===== src/pcw_defines.vh =====
// Constants of the PIP / cursor / canvas / active window register bank.
// Assumes byte-wide host register offsets on an 8-bit index.
`ifndef PCW_DEFINES_VH
`define PCW_DEFINES_VH

// Register offsets
`define PCW_OFF_PIP_Y_LO 8'h36
`define PCW_OFF_PIP_Y_HI 8'h37
`define PCW_OFF_PIP_W_LO 8'h38
`define PCW_OFF_PIP_W_HI 8'h39
`define PCW_OFF_PIP_H_LO 8'h3a
`define PCW_OFF_PIP_H_HI 8'h3b
`define PCW_OFF_CTRL 8'h3c
`define PCW_OFF_BLINK 8'h3d
`define PCW_OFF_TCUR_W 8'h3e
`define PCW_OFF_TCUR_H 8'h3f
`define PCW_OFF_GCUR_X_LO 8'h40
`define PCW_OFF_GCUR_X_HI 8'h41
`define PCW_OFF_GCUR_Y_LO 8'h42
`define PCW_OFF_GCUR_Y_HI 8'h43
`define PCW_OFF_GCOL_A 8'h44
`define PCW_OFF_GCOL_B 8'h45
`define PCW_OFF_CVS_B0 8'h50
`define PCW_OFF_CVS_B1 8'h51
`define PCW_OFF_CVS_B2 8'h52
`define PCW_OFF_CVS_B3 8'h53
`define PCW_OFF_CVS_W_LO 8'h54
`define PCW_OFF_CVS_W_HI 8'h55
`define PCW_OFF_AW_X_LO 8'h56
`define PCW_OFF_AW_X_HI 8'h57
`define PCW_OFF_AW_Y_LO 8'h58
`define PCW_OFF_AW_Y_HI 8'h59
`define PCW_OFF_AW_W_LO 8'h5a
`define PCW_OFF_AW_W_HI 8'h5b

// Control register fields
`define PCW_CTRL_GAMMA_EN 7
`define PCW_CTRL_GTAB_HI 6
`define PCW_CTRL_GTAB_LO 5
`define PCW_CTRL_GCUR_EN 4
`define PCW_CTRL_GSET_HI 3
`define PCW_CTRL_GSET_LO 2
`define PCW_CTRL_TCUR_EN 1
`define PCW_CTRL_BLINK_EN 0
`define PCW_GTAB_NONE 2'h3

// Reset values
`define PCW_RST_BYTE 8'h00
`define PCW_RST_TCUR_W 5'h07
`define PCW_RST_TCUR_H 5'h00

// Field widths of the upper bytes; PIP width step of eight pixels
`define PCW_HI13_MASK 8'h1f
`define PCW_HI14_MASK 8'h3f
`define PCW_HSTEP_MASK 14'h3ff8

`endif


===== src/pcw_regs.v =====
// Byte-wide host register bank: PIP window geometry, gamma and cursor
// control, graphic cursor, canvas and active window geometry.
// Assumes the host link decodes into single-cycle byte read/write strobes on clk,
// and that window select, scan direction, addressing mode, enlargement and
// frame tick come from logic on the same clock.
`include "pcw_defines.vh"
`default_nettype none

module pcw_regs (
    // Clock and reset
    input wire clk,
    input wire rstn,
    // Host register port
    input wire [7:0] reg_addr,
    input wire [7:0] reg_wdata,
    input wire reg_we,
    input wire reg_re,
    output reg [7:0] reg_rdata,
    // Controller state
    input wire pip_window_select,
    input wire vertical_scan_direction,
    input wire canvas_linear_mode,
    input wire [1:0] char_enlarge,
    input wire frame_tick,
    // PIP geometry
    output reg [12:0] pip1_origin_y,
    output reg [13:0] pip1_width,
    output reg [13:0] pip1_height,
    output reg [12:0] pip2_origin_y,
    output reg [13:0] pip2_width,
    output reg [13:0] pip2_height,
    // Gamma
    output reg gamma_enable,
    output reg [1:0] gamma_table_sel,
    output reg gamma_table_valid,
    // Cursors
    output reg graphic_cursor_on,
    output reg [1:0] graphic_cursor_set,
    output reg text_cursor_on,
    output reg text_cursor_visible,
    output reg [7:0] text_cursor_width_px,
    output reg [7:0] text_cursor_height_px,
    output reg [12:0] graphic_cursor_x_pos,
    output reg [12:0] graphic_cursor_y_pos,
    output reg [7:0] cursor_colour_a,
    output reg [7:0] cursor_colour_b,
    // Canvas and active window
    output reg [31:0] canvas_base,
    output reg [13:0] canvas_width,
    output reg [12:0] aw_origin_x,
    output reg [12:0] aw_origin_y,
    output reg [13:0] aw_width
);

    // Stored registers; index 0 is PIP set 1, index 1 is set 2
    reg [12:0] pip_y_ff [0:1];
    reg [13:0] pip_w_ff [0:1];
    reg [13:0] pip_h_ff [0:1];
    reg [7:0] stage_y_ff;
    reg [7:0] stage_w_ff;
    reg [7:0] stage_h_ff;
    reg [7:0] ctrl_ff;
    reg [7:0] blink_ff;
    reg [4:0] tcur_w_ff;
    reg [4:0] tcur_h_ff;
    reg [12:0] gcur_x_ff;
    reg [12:0] gcur_y_ff;
    reg [7:0] gcol_a_ff;
    reg [7:0] gcol_b_ff;
    reg [31:0] cvs_base_ff;
    reg [13:0] cvs_w_ff;
    reg [12:0] aw_x_ff;
    reg [12:0] aw_y_ff;
    reg [13:0] aw_w_ff;
    reg [7:0] blink_cnt_ff;
    reg blink_phase_ff;
    reg [7:0] nxt_rdata;
    reg [7:0] nxt_blink_cnt;
    reg nxt_blink_phase;
    // Next values of the display-side outputs
    reg nxt_gcur_on;
    reg nxt_tcur_on;
    reg nxt_tcur_visible;
    reg nxt_gtab_valid;
    reg [7:0] nxt_tcur_w_px;
    reg [7:0] nxt_tcur_h_px;
    reg [31:0] nxt_canvas_base;
    reg [13:0] nxt_canvas_width;
    reg [12:0] nxt_aw_x;
    reg [12:0] nxt_aw_y;
    reg [13:0] nxt_aw_w;

    wire sel = pip_window_select;
    wire [2:0] scale = {1'b0, char_enlarge} + 3'h1;
    wire gcur_active = ctrl_ff[`PCW_CTRL_GCUR_EN] & ~vertical_scan_direction;

    // Register writes
    integer i;
    always @(posedge clk or negedge rstn) begin
        if (!rstn) begin
            for (i = 0; i < 2; i = i + 1) begin
                pip_y_ff[i] <= 13'h0000;
                pip_w_ff[i] <= 14'h0000;
                pip_h_ff[i] <= 14'h0000;
            end
            stage_y_ff <= `PCW_RST_BYTE;
            stage_w_ff <= `PCW_RST_BYTE;
            stage_h_ff <= `PCW_RST_BYTE;
            ctrl_ff <= `PCW_RST_BYTE;
            blink_ff <= `PCW_RST_BYTE;
            tcur_w_ff <= `PCW_RST_TCUR_W;
            tcur_h_ff <= `PCW_RST_TCUR_H;
            gcur_x_ff <= 13'h0000;
            gcur_y_ff <= 13'h0000;
            gcol_a_ff <= `PCW_RST_BYTE;
            gcol_b_ff <= `PCW_RST_BYTE;
            cvs_base_ff <= 32'h0000_0000;
            cvs_w_ff <= 14'h0000;
            aw_x_ff <= 13'h0000;
            aw_y_ff <= 13'h0000;
            aw_w_ff <= 14'h0000;
        end else if (reg_we) begin
            case (reg_addr)
                // Low bytes wait in staging until the high byte lands
                `PCW_OFF_PIP_Y_LO: stage_y_ff <= reg_wdata;
                `PCW_OFF_PIP_W_LO: stage_w_ff <= reg_wdata;
                `PCW_OFF_PIP_H_LO: stage_h_ff <= reg_wdata;
                // High bytes commit into the set picked by the window select
                `PCW_OFF_PIP_Y_HI: begin
                    pip_y_ff[sel] <= {reg_wdata[4:0], stage_y_ff};
                end
                `PCW_OFF_PIP_W_HI: begin
                    pip_w_ff[sel] <= {reg_wdata[5:0], stage_w_ff};
                end
                `PCW_OFF_PIP_H_HI: begin
                    pip_h_ff[sel] <= {reg_wdata[5:0], stage_h_ff};
                end
                `PCW_OFF_CTRL: ctrl_ff <= reg_wdata;
                `PCW_OFF_BLINK: blink_ff <= reg_wdata;
                `PCW_OFF_TCUR_W: tcur_w_ff <= reg_wdata[4:0];
                `PCW_OFF_TCUR_H: tcur_h_ff <= reg_wdata[4:0];
                `PCW_OFF_GCUR_X_LO: gcur_x_ff[7:0] <= reg_wdata;
                `PCW_OFF_GCUR_X_HI: gcur_x_ff[12:8] <= reg_wdata[4:0];
                `PCW_OFF_GCUR_Y_LO: gcur_y_ff[7:0] <= reg_wdata;
                `PCW_OFF_GCUR_Y_HI: gcur_y_ff[12:8] <= reg_wdata[4:0];
                `PCW_OFF_GCOL_A: gcol_a_ff <= reg_wdata;
                `PCW_OFF_GCOL_B: gcol_b_ff <= reg_wdata;
                `PCW_OFF_CVS_B0: cvs_base_ff[7:0] <= reg_wdata;
                `PCW_OFF_CVS_B1: cvs_base_ff[15:8] <= reg_wdata;
                `PCW_OFF_CVS_B2: cvs_base_ff[23:16] <= reg_wdata;
                `PCW_OFF_CVS_B3: cvs_base_ff[31:24] <= reg_wdata;
                `PCW_OFF_CVS_W_LO: cvs_w_ff[7:0] <= reg_wdata;
                `PCW_OFF_CVS_W_HI: cvs_w_ff[13:8] <= reg_wdata[5:0];
                `PCW_OFF_AW_X_LO: aw_x_ff[7:0] <= reg_wdata;
                `PCW_OFF_AW_X_HI: aw_x_ff[12:8] <= reg_wdata[4:0];
                `PCW_OFF_AW_Y_LO: aw_y_ff[7:0] <= reg_wdata;
                `PCW_OFF_AW_Y_HI: aw_y_ff[12:8] <= reg_wdata[4:0];
                `PCW_OFF_AW_W_LO: aw_w_ff[7:0] <= reg_wdata;
                `PCW_OFF_AW_W_HI: aw_w_ff[13:8] <= reg_wdata[5:0];
                default: ;
            endcase
        end
    end

    // Read mux; unused bits and unmapped offsets read zero
    // PIP offsets show the set picked by the window select
    always @* begin
        nxt_rdata = 8'h00;
        case (reg_addr)
            `PCW_OFF_PIP_Y_LO: nxt_rdata = pip_y_ff[sel][7:0];
            `PCW_OFF_PIP_Y_HI: nxt_rdata = {3'h0, pip_y_ff[sel][12:8]};
            `PCW_OFF_PIP_W_LO: nxt_rdata = pip_w_ff[sel][7:0];
            `PCW_OFF_PIP_W_HI: nxt_rdata = {2'h0, pip_w_ff[sel][13:8]};
            `PCW_OFF_PIP_H_LO: nxt_rdata = pip_h_ff[sel][7:0];
            `PCW_OFF_PIP_H_HI: nxt_rdata = {2'h0, pip_h_ff[sel][13:8]};
            `PCW_OFF_CTRL: nxt_rdata = ctrl_ff;
            `PCW_OFF_BLINK: nxt_rdata = blink_ff;
            `PCW_OFF_TCUR_W: nxt_rdata = {3'h0, tcur_w_ff};
            `PCW_OFF_TCUR_H: nxt_rdata = {3'h0, tcur_h_ff};
            `PCW_OFF_GCUR_X_LO: nxt_rdata = gcur_x_ff[7:0];
            `PCW_OFF_GCUR_X_HI: nxt_rdata = {3'h0, gcur_x_ff[12:8]};
            `PCW_OFF_GCUR_Y_LO: nxt_rdata = gcur_y_ff[7:0];
            `PCW_OFF_GCUR_Y_HI: nxt_rdata = {3'h0, gcur_y_ff[12:8]};
            `PCW_OFF_GCOL_A: nxt_rdata = gcol_a_ff;
            `PCW_OFF_GCOL_B: nxt_rdata = gcol_b_ff;
            `PCW_OFF_CVS_B0: nxt_rdata = cvs_base_ff[7:0];
            `PCW_OFF_CVS_B1: nxt_rdata = cvs_base_ff[15:8];
            `PCW_OFF_CVS_B2: nxt_rdata = cvs_base_ff[23:16];
            `PCW_OFF_CVS_B3: nxt_rdata = cvs_base_ff[31:24];
            `PCW_OFF_CVS_W_LO: nxt_rdata = cvs_w_ff[7:0];
            `PCW_OFF_CVS_W_HI: nxt_rdata = {2'h0, cvs_w_ff[13:8]};
            `PCW_OFF_AW_X_LO: nxt_rdata = aw_x_ff[7:0];
            `PCW_OFF_AW_X_HI: nxt_rdata = {3'h0, aw_x_ff[12:8]};
            `PCW_OFF_AW_Y_LO: nxt_rdata = aw_y_ff[7:0];
            `PCW_OFF_AW_Y_HI: nxt_rdata = {3'h0, aw_y_ff[12:8]};
            `PCW_OFF_AW_W_LO: nxt_rdata = aw_w_ff[7:0];
            `PCW_OFF_AW_W_HI: nxt_rdata = {2'h0, aw_w_ff[13:8]};
            default: nxt_rdata = 8'h00;
        endcase
    end

    // Blink timer: phase flips after setting plus one frames
    always @* begin
        nxt_blink_cnt = blink_cnt_ff;
        nxt_blink_phase = blink_phase_ff;
        if (!ctrl_ff[`PCW_CTRL_BLINK_EN]) begin
            nxt_blink_cnt = 8'h00;
            nxt_blink_phase = 1'b1;
        end else if (frame_tick) begin
            if (blink_cnt_ff >= blink_ff) begin
                nxt_blink_cnt = 8'h00;
                nxt_blink_phase = ~blink_phase_ff;
            end else begin
                nxt_blink_cnt = blink_cnt_ff + 8'h01;
            end
        end
    end

    always @(posedge clk or negedge rstn) begin
        if (!rstn) begin
            blink_cnt_ff <= 8'h00;
            blink_phase_ff <= 1'b1;
            reg_rdata <= 8'h00;
        end else begin
            blink_cnt_ff <= nxt_blink_cnt;
            blink_phase_ff <= nxt_blink_phase;
            // Read data only moves on a read strobe
            if (reg_re) begin
                reg_rdata <= nxt_rdata;
            end
        end
    end

    // Display-side values; the graphic cursor outranks the text cursor
    always @* begin
        nxt_gcur_on = gcur_active;
        nxt_tcur_on = ctrl_ff[`PCW_CTRL_TCUR_EN] & ~gcur_active;
        nxt_tcur_visible = nxt_tcur_on & blink_phase_ff;
        nxt_gtab_valid =
            ctrl_ff[`PCW_CTRL_GTAB_HI:`PCW_CTRL_GTAB_LO] != `PCW_GTAB_NONE;
        nxt_tcur_w_px = ({3'h0, tcur_w_ff} + 8'h01) * {5'h00, scale};
        nxt_tcur_h_px = ({3'h0, tcur_h_ff} + 8'h01) * {5'h00, scale};
        nxt_canvas_base = cvs_base_ff;
        nxt_canvas_width = cvs_w_ff;
        nxt_aw_x = aw_x_ff;
        nxt_aw_y = aw_y_ff;
        nxt_aw_w = aw_w_ff;
        // Linear addressing disables the canvas and window geometry
        if (canvas_linear_mode) begin
            nxt_canvas_base = 32'h0000_0000;
            nxt_canvas_width = 14'h0000;
            nxt_aw_x = 13'h0000;
            nxt_aw_y = 13'h0000;
            nxt_aw_w = 14'h0000;
        end
    end

    // Registered outputs toward the display and drawing paths
    always @(posedge clk or negedge rstn) begin
        if (!rstn) begin
            pip1_origin_y <= 13'h0000;
            pip1_width <= 14'h0000;
            pip1_height <= 14'h0000;
            pip2_origin_y <= 13'h0000;
            pip2_width <= 14'h0000;
            pip2_height <= 14'h0000;
            gamma_enable <= 1'b0;
            gamma_table_sel <= 2'h0;
            gamma_table_valid <= 1'b0;
            graphic_cursor_on <= 1'b0;
            graphic_cursor_set <= 2'h0;
            text_cursor_on <= 1'b0;
            text_cursor_visible <= 1'b0;
            text_cursor_width_px <= 8'h00;
            text_cursor_height_px <= 8'h00;
            graphic_cursor_x_pos <= 13'h0000;
            graphic_cursor_y_pos <= 13'h0000;
            cursor_colour_a <= 8'h00;
            cursor_colour_b <= 8'h00;
            canvas_base <= 32'h0000_0000;
            canvas_width <= 14'h0000;
            aw_origin_x <= 13'h0000;
            aw_origin_y <= 13'h0000;
            aw_width <= 14'h0000;
        end else begin
            pip1_origin_y <= pip_y_ff[0];
            pip1_width <= pip_w_ff[0] & `PCW_HSTEP_MASK;
            pip1_height <= pip_h_ff[0];
            pip2_origin_y <= pip_y_ff[1];
            pip2_width <= pip_w_ff[1] & `PCW_HSTEP_MASK;
            pip2_height <= pip_h_ff[1];
            gamma_enable <= ctrl_ff[`PCW_CTRL_GAMMA_EN];
            gamma_table_sel <= ctrl_ff[`PCW_CTRL_GTAB_HI:`PCW_CTRL_GTAB_LO];
            gamma_table_valid <= nxt_gtab_valid;
            graphic_cursor_on <= nxt_gcur_on;
            graphic_cursor_set <= ctrl_ff[`PCW_CTRL_GSET_HI:`PCW_CTRL_GSET_LO];
            text_cursor_on <= nxt_tcur_on;
            text_cursor_visible <= nxt_tcur_visible;
            text_cursor_width_px <= nxt_tcur_w_px;
            text_cursor_height_px <= nxt_tcur_h_px;
            graphic_cursor_x_pos <= gcur_x_ff;
            graphic_cursor_y_pos <= gcur_y_ff;
            cursor_colour_a <= gcol_a_ff;
            cursor_colour_b <= gcol_b_ff;
            canvas_base <= nxt_canvas_base;
            canvas_width <= nxt_canvas_width;
            aw_origin_x <= nxt_aw_x;
            aw_origin_y <= nxt_aw_y;
            aw_width <= nxt_aw_w;
        end
    end

endmodule // pcw_regs

`default_nettype wire


===== config.mk =====
export PLATFORM = sky130hd
export DESIGN_NAME = pcw_regs
export DESIGN_NICKNAME = d
export VERILOG_FILES = /design/src/pcw_regs.v
export VERILOG_INCLUDE_DIRS = /design/src
export SDC_FILE = /design/constraint.sdc
export NUM_CORES = 1
export LEC_CHECK = 0
export BUFFER_PORTS_ARGS = -buffer_cell sky130_fd_sc_hd__buf_2
export CORE_MARGIN = 3
export CORE_UTILIZATION = 50
export CTS_CLUSTER_DIAMETER = 80
export DETAILED_ROUTE_END_ITERATION = 6
export PLACE_DENSITY = 0.71
export SLEW_MARGIN = 0
export SYNTH_ARGS = -nofsm -noshare
export SYNTH_HDL_FRONTEND = slang
export SYNTH_SLANG_ARGS = --single-unit

===== constraint.sdc =====
create_clock -name clk -period 3.7 [get_ports clk]
set_input_delay 0.555 -clock clk [delete_from_list [all_inputs] [get_ports clk]]
set_output_delay 0.555 -clock clk [all_outputs]
set_load 0.005 [all_outputs]

==> flow_summary.html, run 1 <==
<table>
<tr><th>Metric</th><th>Value</th></tr>
<tr><th colspan="2">Status</th></tr>
<tr><td>Result of the run</td><td>complete, but fails checks</td></tr>
<tr><td>Failing checks</td><td>hold timing</td></tr>
<tr><th colspan="2">Routing</th></tr>
<tr><td>Drt wl/cell</td><td>25.3 um</td></tr>
<tr><td>Routed Antenna Nets</td><td>0</td></tr>
<tr><td>Number of DRC markers in iteration 0</td><td>1068</td></tr>
<tr><td>Via Count</td><td>13343</td></tr>
<tr><td>Total Routed Length</td><td>~59 mm</td></tr>
<tr><td>Via density per instance</td><td>5.76</td></tr>
<tr><td>First-pass detailed-route iteration total</td><td>7</td></tr>
<tr><td>Post-route DRC violation count</td><td>0</td></tr>
<tr><th colspan="2">Synth</th></tr>
<tr><td>Ranking of synthesized cells by area</td><td>sky130_fd_sc_hd__dfrtp_1 62%, sky130_fd_sc_hd__mux2_2 10%, sky130_fd_sc_hd__mux2_1 4.7%</td></tr>
<tr><td>Share of Yosys cell area claimed by the top area cell type</td><td>61.8%</td></tr>
<tr><td>Sequential element share of the synthesized area</td><td>62.3%</td></tr>
<tr><td>Cell accounting for the most synthesized area</td><td>sky130_fd_sc_hd__dfrtp_1</td></tr>
<tr><td>Most frequently used cell type in the post-synthesis netlist</td><td>sky130_fd_sc_hd__dfrtp_1</td></tr>
<tr><td>Cell types with the highest counts after synthesis</td><td>502 x sky130_fd_sc_hd__dfrtp_1, 180 x sky130_fd_sc_hd__mux2_2, 94 x sky130_fd_sc_hd__nor2b_1, 87 x sky130_fd_sc_hd__nand2_1, 85 x sky130_fd_sc_hd__mux2_1</td></tr>
<tr><td>Synthesis warning total</td><td>0</td></tr>
<tr><td>Syn Area/Cell</td><td>13.8 um^2</td></tr>
<tr><td>Unique cell type count in the Yosys netlist</td><td>74</td></tr>
<tr><td>Share of synthesized flip-flops with an asynchronous set or reset</td><td>100%</td></tr>
<tr><td>Number of synthesized flops with an enable pin</td><td>0</td></tr>
<tr><td>Post-Syn Area</td><td>20300 um^2</td></tr>
<tr><td>Most instantiated flip-flop cell in the synthesis netlist</td><td>sky130_fd_sc_hd__dfrtp_1</td></tr>
<tr><td>Total of flip-flops plus latches after synthesis</td><td>around 500</td></tr>
<tr><td>Gate count after technology mapping</td><td>~1500</td></tr>
<tr><th colspan="2">Die</th></tr>
<tr><td>Chip width</td><td>208 um</td></tr>
<tr><td>Row count</td><td>73</td></tr>
<tr><td>Floorplan core area</td><td>39900 um^2</td></tr>
<tr><td>Effective utilization at floorplan</td><td>50.9%</td></tr>
<tr><td>I/O pins</td><td>~270</td></tr>
<tr><td>Die outline area</td><td>~43000 um^2</td></tr>
<tr><td>Die span in y</td><td>208 um</td></tr>
<tr><th colspan="2">Power</th></tr>
<tr><td>Static Leakage</td><td>12.6 nW</td></tr>
<tr><td>Cell Pwr Density</td><td>492 nW/um^2</td></tr>
<tr><td>Sum of internal, switching and leakage power</td><td>11.8 mW</td></tr>
<tr><td>IR drop worst, VDD</td><td>306 uV</td></tr>
<tr><th colspan="2">Clock tree</th></tr>
<tr><td>Clock insertion delay at the later pin of the skew report</td><td>0.59 ns</td></tr>
<tr><td>Clock tree from TritonCTS</td><td>built</td></tr>
<tr><td>Hold bufs inserted after CTS</td><td>0</td></tr>
<tr><td>Register clock-pin slew on the reported worst setup and hold paths</td><td>approximately 0.060 ns</td></tr>
<tr><td>Num Clock Sinks</td><td>just over 500</td></tr>
<tr><td>Max clock buf depth</td><td>3</td></tr>
<tr><td>CTS H-Tree Depth</td><td>2</td></tr>
<tr><td>Post-CTS Setup Repair Bufs</td><td>0</td></tr>
<tr><td>Post-CTS resize count</td><td>0</td></tr>
<tr><td>Clock Tree Root</td><td>sky130_fd_sc_hd__clkbuf_16</td></tr>
<tr><td>Inserted Clock Buffers</td><td>between 40 and 50</td></tr>
<tr><th colspan="2">Setup path</th></tr>
<tr><td>CP cell instances</td><td>ha_1, xor2_1, nand2b_1, fa_1, inv_1, ha_1, fa_1, a21o_1, a21oi_1, xnor2_1</td></tr>
<tr><td>Crit-path slowest cell</td><td>sky130_fd_sc_hd__dfstp_2</td></tr>
<tr><td>Crit Reg-Reg Startpoint</td><td>tcur_w_ff[0]</td></tr>
<tr><td>Worst path depth</td><td>10</td></tr>
<tr><td>Critical path launch point</td><td>tcur_w_ff[0]</td></tr>
<tr><td>Kind of launch point of the worst setup path</td><td>register</td></tr>
<tr><td>Worst R2R End</td><td>text_cursor_width_px[6]</td></tr>
<tr><td>Critical path class</td><td>reg -&gt; reg</td></tr>
<tr><td>Worst R2R Setup Slack</td><td>approximately 0.74 ns</td></tr>
<tr><td>Capturing element type of the critical path</td><td>register</td></tr>
<tr><td>Register-to-Register Path Depth</td><td>10</td></tr>
<tr><td>Critical Path Sink</td><td>text_cursor_width_px[6]</td></tr>
<tr><td>Cell family with most CP delay</td><td>adder cells</td></tr>
<tr><td>Arrival time of the worst setup path</td><td>3.48 ns</td></tr>
<tr><td>Crit path max fanout</td><td>7</td></tr>
<tr><td>Required time worst endpoint</td><td>4.21 ns</td></tr>
<tr><td>Buffers plus inverters on the worst setup path</td><td>1</td></tr>
<tr><td>Largest incremental delay on the critical path</td><td>0.59 ns</td></tr>
<tr><th colspan="2">STA</th></tr>
<tr><td>Rel. slew slack</td><td>33.5%</td></tr>
<tr><td>Hold Fails Final Rpt</td><td>22</td></tr>
<tr><td>Achievable Freq</td><td>roughly 340 MHz</td></tr>
<tr><td>Number of max-slew violations in the final report</td><td>0</td></tr>
<tr><td>Hold WS</td><td>-0.00691 ns</td></tr>
<tr><td>Final critical-path required period</td><td>2.96 ns</td></tr>
<tr><td>Skew final</td><td>0.0121 ns</td></tr>
<tr><td>Period utilization</td><td>80.1%</td></tr>
<tr><td>Total negative setup slack</td><td>0 ns</td></tr>
<tr><td>RSZ-0062 raised after global routing</td><td>false</td></tr>
<tr><td>Actual slew at the worst max-slew pin</td><td>0.998 ns</td></tr>
<tr><td>Setup-failing EPs final</td><td>0</td></tr>
<tr><th colspan="2">Finish</th></tr>
<tr><td>Layout cell share with drive strength beyond 1</td><td>33.7%</td></tr>
<tr><td>Filler cell count in the final layout</td><td>3138</td></tr>
<tr><td>Post-synthesis to final-layout area growth</td><td>18.2%</td></tr>
<tr><td>Final-stage net count</td><td>1816</td></tr>
<tr><td>FF/Latch Area</td><td>approximately 13000 um^2</td></tr>
<tr><td>Multi-input gate area in the final layout</td><td>7140 um^2</td></tr>
<tr><th colspan="2">Hold path</th></tr>
<tr><td>Type of the worst min-delay path</td><td>in -&gt; async</td></tr>
<tr><th colspan="2">Global route</th></tr>
<tr><td>GRT Util Overall</td><td>27.2%</td></tr>
<tr><td>Number of antenna violations at the first check in global routing</td><td>3</td></tr>
<tr><td>Global-route wire length before repair</td><td>88.3 mm</td></tr>
<tr><td>Global route total overflow</td><td>0</td></tr>
<tr><td>Largest net degree at the start of global routing</td><td>between 80 and 90</td></tr>
<tr><td>Number of global-route vias before repair</td><td>13626</td></tr>
<tr><th colspan="2">Place</th></tr>
<tr><td>Number of buffer cells added on primary ports</td><td>262</td></tr>
<tr><td>Dpl hpwl</td><td>41.3 mm</td></tr>
<tr><td>Placer's final routability congestion estimate</td><td>0.971</td></tr>
<tr><th colspan="2">Flow run</th></tr>
<tr><td>Max capacitance violation total</td><td>0</td></tr>
</table>
[power by group]
part	internal [mW]	leakage (nW)	switching, mW
combinational	0.249	4.86	0.429
clock	3.15	0.822	2.12
sequential	5.72	6.94	0.154
total	9.11	12.6	2.71
[worst min path at each step]
stage                 startpoint                  endpoint  depth (start not counted)
floorplan                   rstn            aw_origin_x[0]                          0
global placement    pip_h_ff[26]           pip1_height[12]                          0
detailed placement  pip_h_ff[26]           pip1_height[12]                          0
CTS                         rstn   text_cursor_width_px[2]                          1
global route                rstn              pip_h_ff[16]                          1
finish                      rstn  text_cursor_height_px[6]                          1
[per-stage QoR]
| step | instances | worst slack [ns] | utilization [%] | hold WS [ns] | instance area [um^2] |
|---|---|---|---|---|---|
| after global routing | 2314 | 0.531 | 60.2 | 0.0442 | 24000 |
| after floorplan | 1481 | 0.816 | - | 0.259 | 20300 |
| after detailed placement | 2228 | 0.573 | 55.9 | 0.380 | 22300 |
| after global placement | 2228 | 0.624 | 55.9 | 0.377 | 22300 |
| after CTS | 2314 | 0.744 | 60.2 | 0.0118 | 24000 |
| final | 2315 | 0.737 | 60.2 | -0.00691 | 24000 |
[area by class of cell]
class,count,share of cell area (%)
Antenna cell,1,0.0104
Tap cell,525,2.73
Clock inverter,22,1.31
Multi-Input combinational cell,859,29.7
Sequential cell,506,52.7
Timing Repair Buffer,304,7.17
Inverter,34,0.531
Clock buffer,64,5.80
[sequential cells by signal (all words and copies together), names as in the netlist, 14 cells and up]
name,count
canvas_width,14
cvs_base_ff,32
pip_h_ff,28
canvas_base,32
aw_width,14
pip_y_ff,26
pip2_height,14
aw_w_ff,14
pip_w_ff,28
pip1_height,14
cvs_w_ff,14
[layout by cell type (no fill, tap or decap), drive strengths merged, types with 10 or more instances in the layout]
cell	instances
xnor2	11
nand2	94
clkbuf	64
o21ai	34
nand3	29
and3	14
ha	26
inv	34
a22oi	27
nor2b	94
a21oi	31
nand2b	18
buf	304
mux2i	31
dfrtp	502
mux4	10
fa	10
mux2	265
nor2	39
nor3	14
[cell families (layout without fill, tap and decap cells)]
logic type | count (synthesis) | after routing | synth area share (%)
fa+ha+maj | 36 | 36 | 2.59
xor+xnor | 20 | 20 | 0.862
simple gates | 326 | 326 | 8.66
flops | 506 | 506 | 62.3
other cells | 1 | 7 | 0.0184
compound gates | 165 | 165 | 5.61
buf+inv | 116 | 424 | 2.63
mux | 306 | 306 | 17.3
[metal layers]
layer | global-route usage, % | routed length (um) | share of wire [%]
met5 | 0 | 28 | 0.048
met4 | 8.77 | 1780 | 3.0
met3 | 6.20 | 4790 | 8.2
met2 | 41.9 | 26900 | 46
met1 | 38.7 | 25200 | 43
Note: power is estimated with default switching activity, not from simulation.
==> run 2, diff against run 1 <==
- ABC_AREA: unset -> 1
- PLACE_DENSITY: 0.71 -> 0.73
- clock period: 3.7 -> 2.6 ns (I/O delays scaled with it)
==> flow_summary.html, run 2 <==
<table>
<tr><th>Metric</th><th>Value</th></tr>
<tr><th colspan="2">Die</th></tr>
<tr><td>I/O pins</td><td>around 270</td></tr>
<tr><td>Floorplan core area</td><td>40100 um^2</td></tr>
<tr><td>Die span in y</td><td>approximately 210 um</td></tr>
<tr><td>Effective utilization at floorplan</td><td>~51%</td></tr>
<tr><td>Die outline area</td><td>43300 um^2</td></tr>
<tr><td>Row count</td><td>73</td></tr>
<tr><td>Chip width</td><td>208 um</td></tr>
<tr><th colspan="2">Power</th></tr>
<tr><td>Static Leakage</td><td>around 13 nW</td></tr>
<tr><td>IR drop worst, VDD</td><td>around 450 uV</td></tr>
<tr><td>Cell Pwr Density</td><td>692 nW/um^2</td></tr>
<tr><th colspan="2">Clock tree</th></tr>
<tr><td>Max clock buf depth</td><td>3</td></tr>
<tr><td>CTS H-Tree Depth</td><td>2</td></tr>
<tr><td>Num Clock Sinks</td><td>approximately 510</td></tr>
<tr><td>Clock Tree Root</td><td>sky130_fd_sc_hd__clkbuf_16</td></tr>
<tr><td>Clock insertion delay at the later pin of the skew report</td><td>between 0.5 and 0.6 ns</td></tr>
<tr><td>Clock tree from TritonCTS</td><td>built</td></tr>
<tr><td>Register clock-pin slew on the reported worst setup and hold paths</td><td>0.06 ns</td></tr>
<tr><td>Inserted Clock Buffers</td><td>52</td></tr>
<tr><th colspan="2">Routing</th></tr>
<tr><td>Drt wl/cell</td><td>18.8 um</td></tr>
<tr><td>Post-route DRC violation count</td><td>1</td></tr>
<tr><td>Via Count</td><td>15949</td></tr>
<tr><td>Via density per instance</td><td>5.28</td></tr>
<tr><td>Routed Antenna Nets</td><td>0</td></tr>
<tr><td>First-pass detailed-route iteration total</td><td>7</td></tr>
<tr><td>Number of DRC markers in iteration 0</td><td>1462</td></tr>
<tr><td>Total Routed Length</td><td>56.7 mm</td></tr>
<tr><th colspan="2">Finish</th></tr>
<tr><td>Leading cell type in the layout, fill and taps excluded</td><td>sky130_fd_sc_hd__nand2_1</td></tr>
<tr><td>Registers with the most flip-flops</td><td>canvas_base (32), cvs_base_ff (32)</td></tr>
<tr><td>Layout cell share with drive strength beyond 1</td><td>19.2%</td></tr>
<tr><td>Finished layout cell area</td><td>24400 um^2</td></tr>
<tr><td>Final instance count without filler cells</td><td>approximately 3000</td></tr>
<tr><td>Post-synthesis to final-layout area growth</td><td>19.6%</td></tr>
<tr><td>Leading cell types in the layout, fill and taps excluded</td><td>604 x sky130_fd_sc_hd__nand2_1, 502 x sky130_fd_sc_hd__dfrtp_1, 261 x sky130_fd_sc_hd__buf_2</td></tr>
<tr><td>Final-stage net count</td><td>2517</td></tr>
<tr><th colspan="2">Global route</th></tr>
<tr><td>Number of global-route vias before repair</td><td>16004</td></tr>
<tr><td>Global route total overflow</td><td>0</td></tr>
<tr><td>Number of antenna violations at the first check in global routing</td><td>3</td></tr>
<tr><td>Largest net degree at the start of global routing</td><td>73</td></tr>
<tr><td>Global-route wire length before repair</td><td>89.4 mm</td></tr>
<tr><td>GRT Util Overall</td><td>26.1%</td></tr>
<tr><th colspan="2">Synth</th></tr>
<tr><td>Share of synthesized flip-flops with an asynchronous set or reset</td><td>100%</td></tr>
<tr><td>Total of flip-flops plus latches after synthesis</td><td>506</td></tr>
<tr><td>Cell types with the highest counts after synthesis</td><td>604 x sky130_fd_sc_hd__nand2_1, 502 x sky130_fd_sc_hd__dfrtp_1, 190 x sky130_fd_sc_hd__nand3_1, 182 x sky130_fd_sc_hd__nor2_1, 177 x sky130_fd_sc_hd__inv_1</td></tr>
<tr><td>Most instantiated flip-flop cell in the synthesis netlist</td><td>sky130_fd_sc_hd__dfrtp_1</td></tr>
<tr><td>Cell accounting for the most synthesized area</td><td>sky130_fd_sc_hd__dfrtp_1</td></tr>
<tr><td>Share of synthesized area spent on multiplexers</td><td>0%</td></tr>
<tr><td>Sequential element share of the synthesized area</td><td>62.0%</td></tr>
<tr><td>Ranking of synthesized cells by area</td><td>sky130_fd_sc_hd__dfrtp_1 61%, sky130_fd_sc_hd__nand2_1 11%, sky130_fd_sc_hd__nand3_1 4.7%</td></tr>
<tr><td>Fraction of the mapped netlist area in adder cells</td><td>~2.6%</td></tr>
<tr><td>Synthesis warning total</td><td>0</td></tr>
<tr><td>Gate count after technology mapping</td><td>2167</td></tr>
<tr><td>Share of Yosys cell area claimed by the top area cell type</td><td>61.5%</td></tr>
<tr><td>Most frequently used cell type in the post-synthesis netlist</td><td>sky130_fd_sc_hd__nand2_1</td></tr>
<tr><td>Share of synthesized cell area in and, or, nand and nor gates</td><td>between 20% and 30%</td></tr>
<tr><td>Main combinational cell family by area after synthesis</td><td>simple AND/OR/NAND/NOR gates</td></tr>
<tr><td>Area share of xor/xnor cells in the synthesized design</td><td>0.814%</td></tr>
<tr><td>Unique cell type count in the Yosys netlist</td><td>39</td></tr>
<tr><td>Syn Area/Cell</td><td>roughly 9.4 um^2</td></tr>
<tr><td>Synthesized-area fraction occupied by ao, oa, aoi and oai cells</td><td>roughly 7.3%</td></tr>
<tr><td>Number of synthesized flops with an enable pin</td><td>0</td></tr>
<tr><td>Post-Syn Area</td><td>about 20000 um^2</td></tr>
<tr><th colspan="2">STA</th></tr>
<tr><td>Number of max-slew violations in the final report</td><td>0</td></tr>
<tr><td>Final critical-path required period</td><td>2.61 ns</td></tr>
<tr><td>Achievable Freq</td><td>383 MHz</td></tr>
<tr><td>Hold Fails Final Rpt</td><td>0</td></tr>
<tr><td>Rel. slew slack</td><td>around a third</td></tr>
<tr><td>Least setup slack across all paths after layout</td><td>-0.0135 ns</td></tr>
<tr><td>Skew final</td><td>0.0229 ns</td></tr>
<tr><td>Actual slew at the worst max-slew pin</td><td>a little under 1 ns</td></tr>
<tr><td>Setup-failing EPs final</td><td>1</td></tr>
<tr><td>Hold WS</td><td>0.0492 ns</td></tr>
<tr><td>RSZ-0062 raised after global routing</td><td>true</td></tr>
<tr><td>Period utilization</td><td>101%</td></tr>
<tr><th colspan="2">Setup path</th></tr>
<tr><td>Critical path class</td><td>reg -&gt; reg</td></tr>
<tr><td>Worst R2R Setup Slack</td><td>-0.01 ns</td></tr>
<tr><td>Capturing element type of the critical path</td><td>register</td></tr>
<tr><td>Required time worst endpoint</td><td>3.09 ns</td></tr>
<tr><td>Kind of launch point of the worst setup path</td><td>register</td></tr>
<tr><td>Arrival time of the worst setup path</td><td>3.11 ns</td></tr>
<tr><td>Crit path max fanout</td><td>4</td></tr>
<tr><th colspan="2">Place</th></tr>
<tr><td>Dpl hpwl</td><td>39.3 mm</td></tr>
<tr><td>Worst-case setup slack after placement</td><td>-0.136 ns</td></tr>
<tr><td>Placer's final routability congestion estimate</td><td>between 0.8 and 0.9</td></tr>
<tr><td>Number of buffer cells added on primary ports</td><td>between 200 and 300</td></tr>
<tr><td>Area after DPL</td><td>between 20000 and 25000 um^2</td></tr>
<tr><td>Number of placed cells counting well taps</td><td>around 2900</td></tr>
<tr><th colspan="2">Status</th></tr>
<tr><td>Result of the run</td><td>complete, but fails checks</td></tr>
<tr><td>Failing checks</td><td>DRC, setup timing</td></tr>
<tr><th colspan="2">Hold path</th></tr>
<tr><td>Type of the worst min-delay path</td><td>in -&gt; reg</td></tr>
<tr><th colspan="2">Flow run</th></tr>
<tr><td>Max capacitance violation total</td><td>0</td></tr>
</table>
[run 2: area by class of cell]
cell class	count	area [um^2]
tap	525	657
inverter	187	702
timing repair buffer	333	2010
fill	3300	15700
antenna	4	10.0
multi-input combinational	1375	6670
clock buffer	80	1590
sequential	506	12700
clock inverter	11	134
[run 2: per-layer routing]
metal  share of wire (%)  GRT usage [%]  vias up
li1                    -              -     7442
met1                  41           35.3     7752
met2                  48           42.2      628
met3                 7.8           5.88      127
met4                 3.4           8.97        0
met5                   0              0        -
[run 2: final timing paths]
kind | from | endpoint | cells after the start
setup / recovery | tcur_w_ff[0] | text_cursor_width_px[7] | 14
hold / removal | reg_wdata[7] | aw_x_ff[7] | 3
setup reg to reg | tcur_w_ff[0] | text_cursor_width_px[7] | 14
hold reg to reg | gcur_x_ff[12] | graphic_cursor_x_pos[12] | 0
max in group asynchronous | rstn | blink_phase_ff | 3
min in group asynchronous | rstn | cursor_colour_a[1] | 2
[run 2: logic make-up after synthesis]
group / Yosys count
buffers and inverters: 291
other: 1
AO/OA/AOI/OAI: 282
AND/OR/NAND/NOR: 1032
flip-flops: 506
adder cells (fa/ha/maj): 36
XOR/XNOR: 19
[run 2: timing repair]
action | in CTS | in global routing
setup buffers | 2 | 2
setup endpoints to repair | 3 | 7
resized for setup | 2 | 8
cloned | 0 | 0
hold endpoints to repair | 57 | 0
hold buffers | 2 | 0
pin swaps | 1 | 3
[run 2: power by group]
part	switching, mW	total [mW]	internal [mW]
logic	0.711	1.05	0.344
registers	0.199	8.40	8.20
clock network	2.98	7.45	4.47
[run 2: worst max-delay path, cell delays in order (launching register included)]
cell and delay [ns]:
sky130_fd_sc_hd__dfstp_2 0.56, sky130_fd_sc_hd__buf_4 0.13, sky130_fd_sc_hd__nand3_1 0.08, sky130_fd_sc_hd__xor2_1 0.15, sky130_fd_sc_hd__inv_1 0.09, sky130_fd_sc_hd__nand2_1 0.09
sky130_fd_sc_hd__fa_1 0.54, sky130_fd_sc_hd__inv_1 0.06, sky130_fd_sc_hd__ha_1 0.26, sky130_fd_sc_hd__nand3_1 0.09, sky130_fd_sc_hd__nand2_1 0.07, sky130_fd_sc_hd__nand2_1 0.06
sky130_fd_sc_hd__nand2_1 0.07, sky130_fd_sc_hd__a21oi_2 0.14, sky130_fd_sc_hd__xnor2_1 0.14
[run 2: per-stage QoR]
| step | power (mW) | TNS (ns) | util [%] |
|---|---|---|---|
| floorplan | 8.95 | -0.00114 | - |
| global placement | 9.54 | -0.0544 | 56.4 |
| detailed placement | 9.58 | -0.423 | 56.4 |
| CTS | 17.0 | 0 | 60.8 |
| global route | 17.5 | -0.367 | 60.9 |
| finish | 16.9 | -0.0135 | 60.9 |
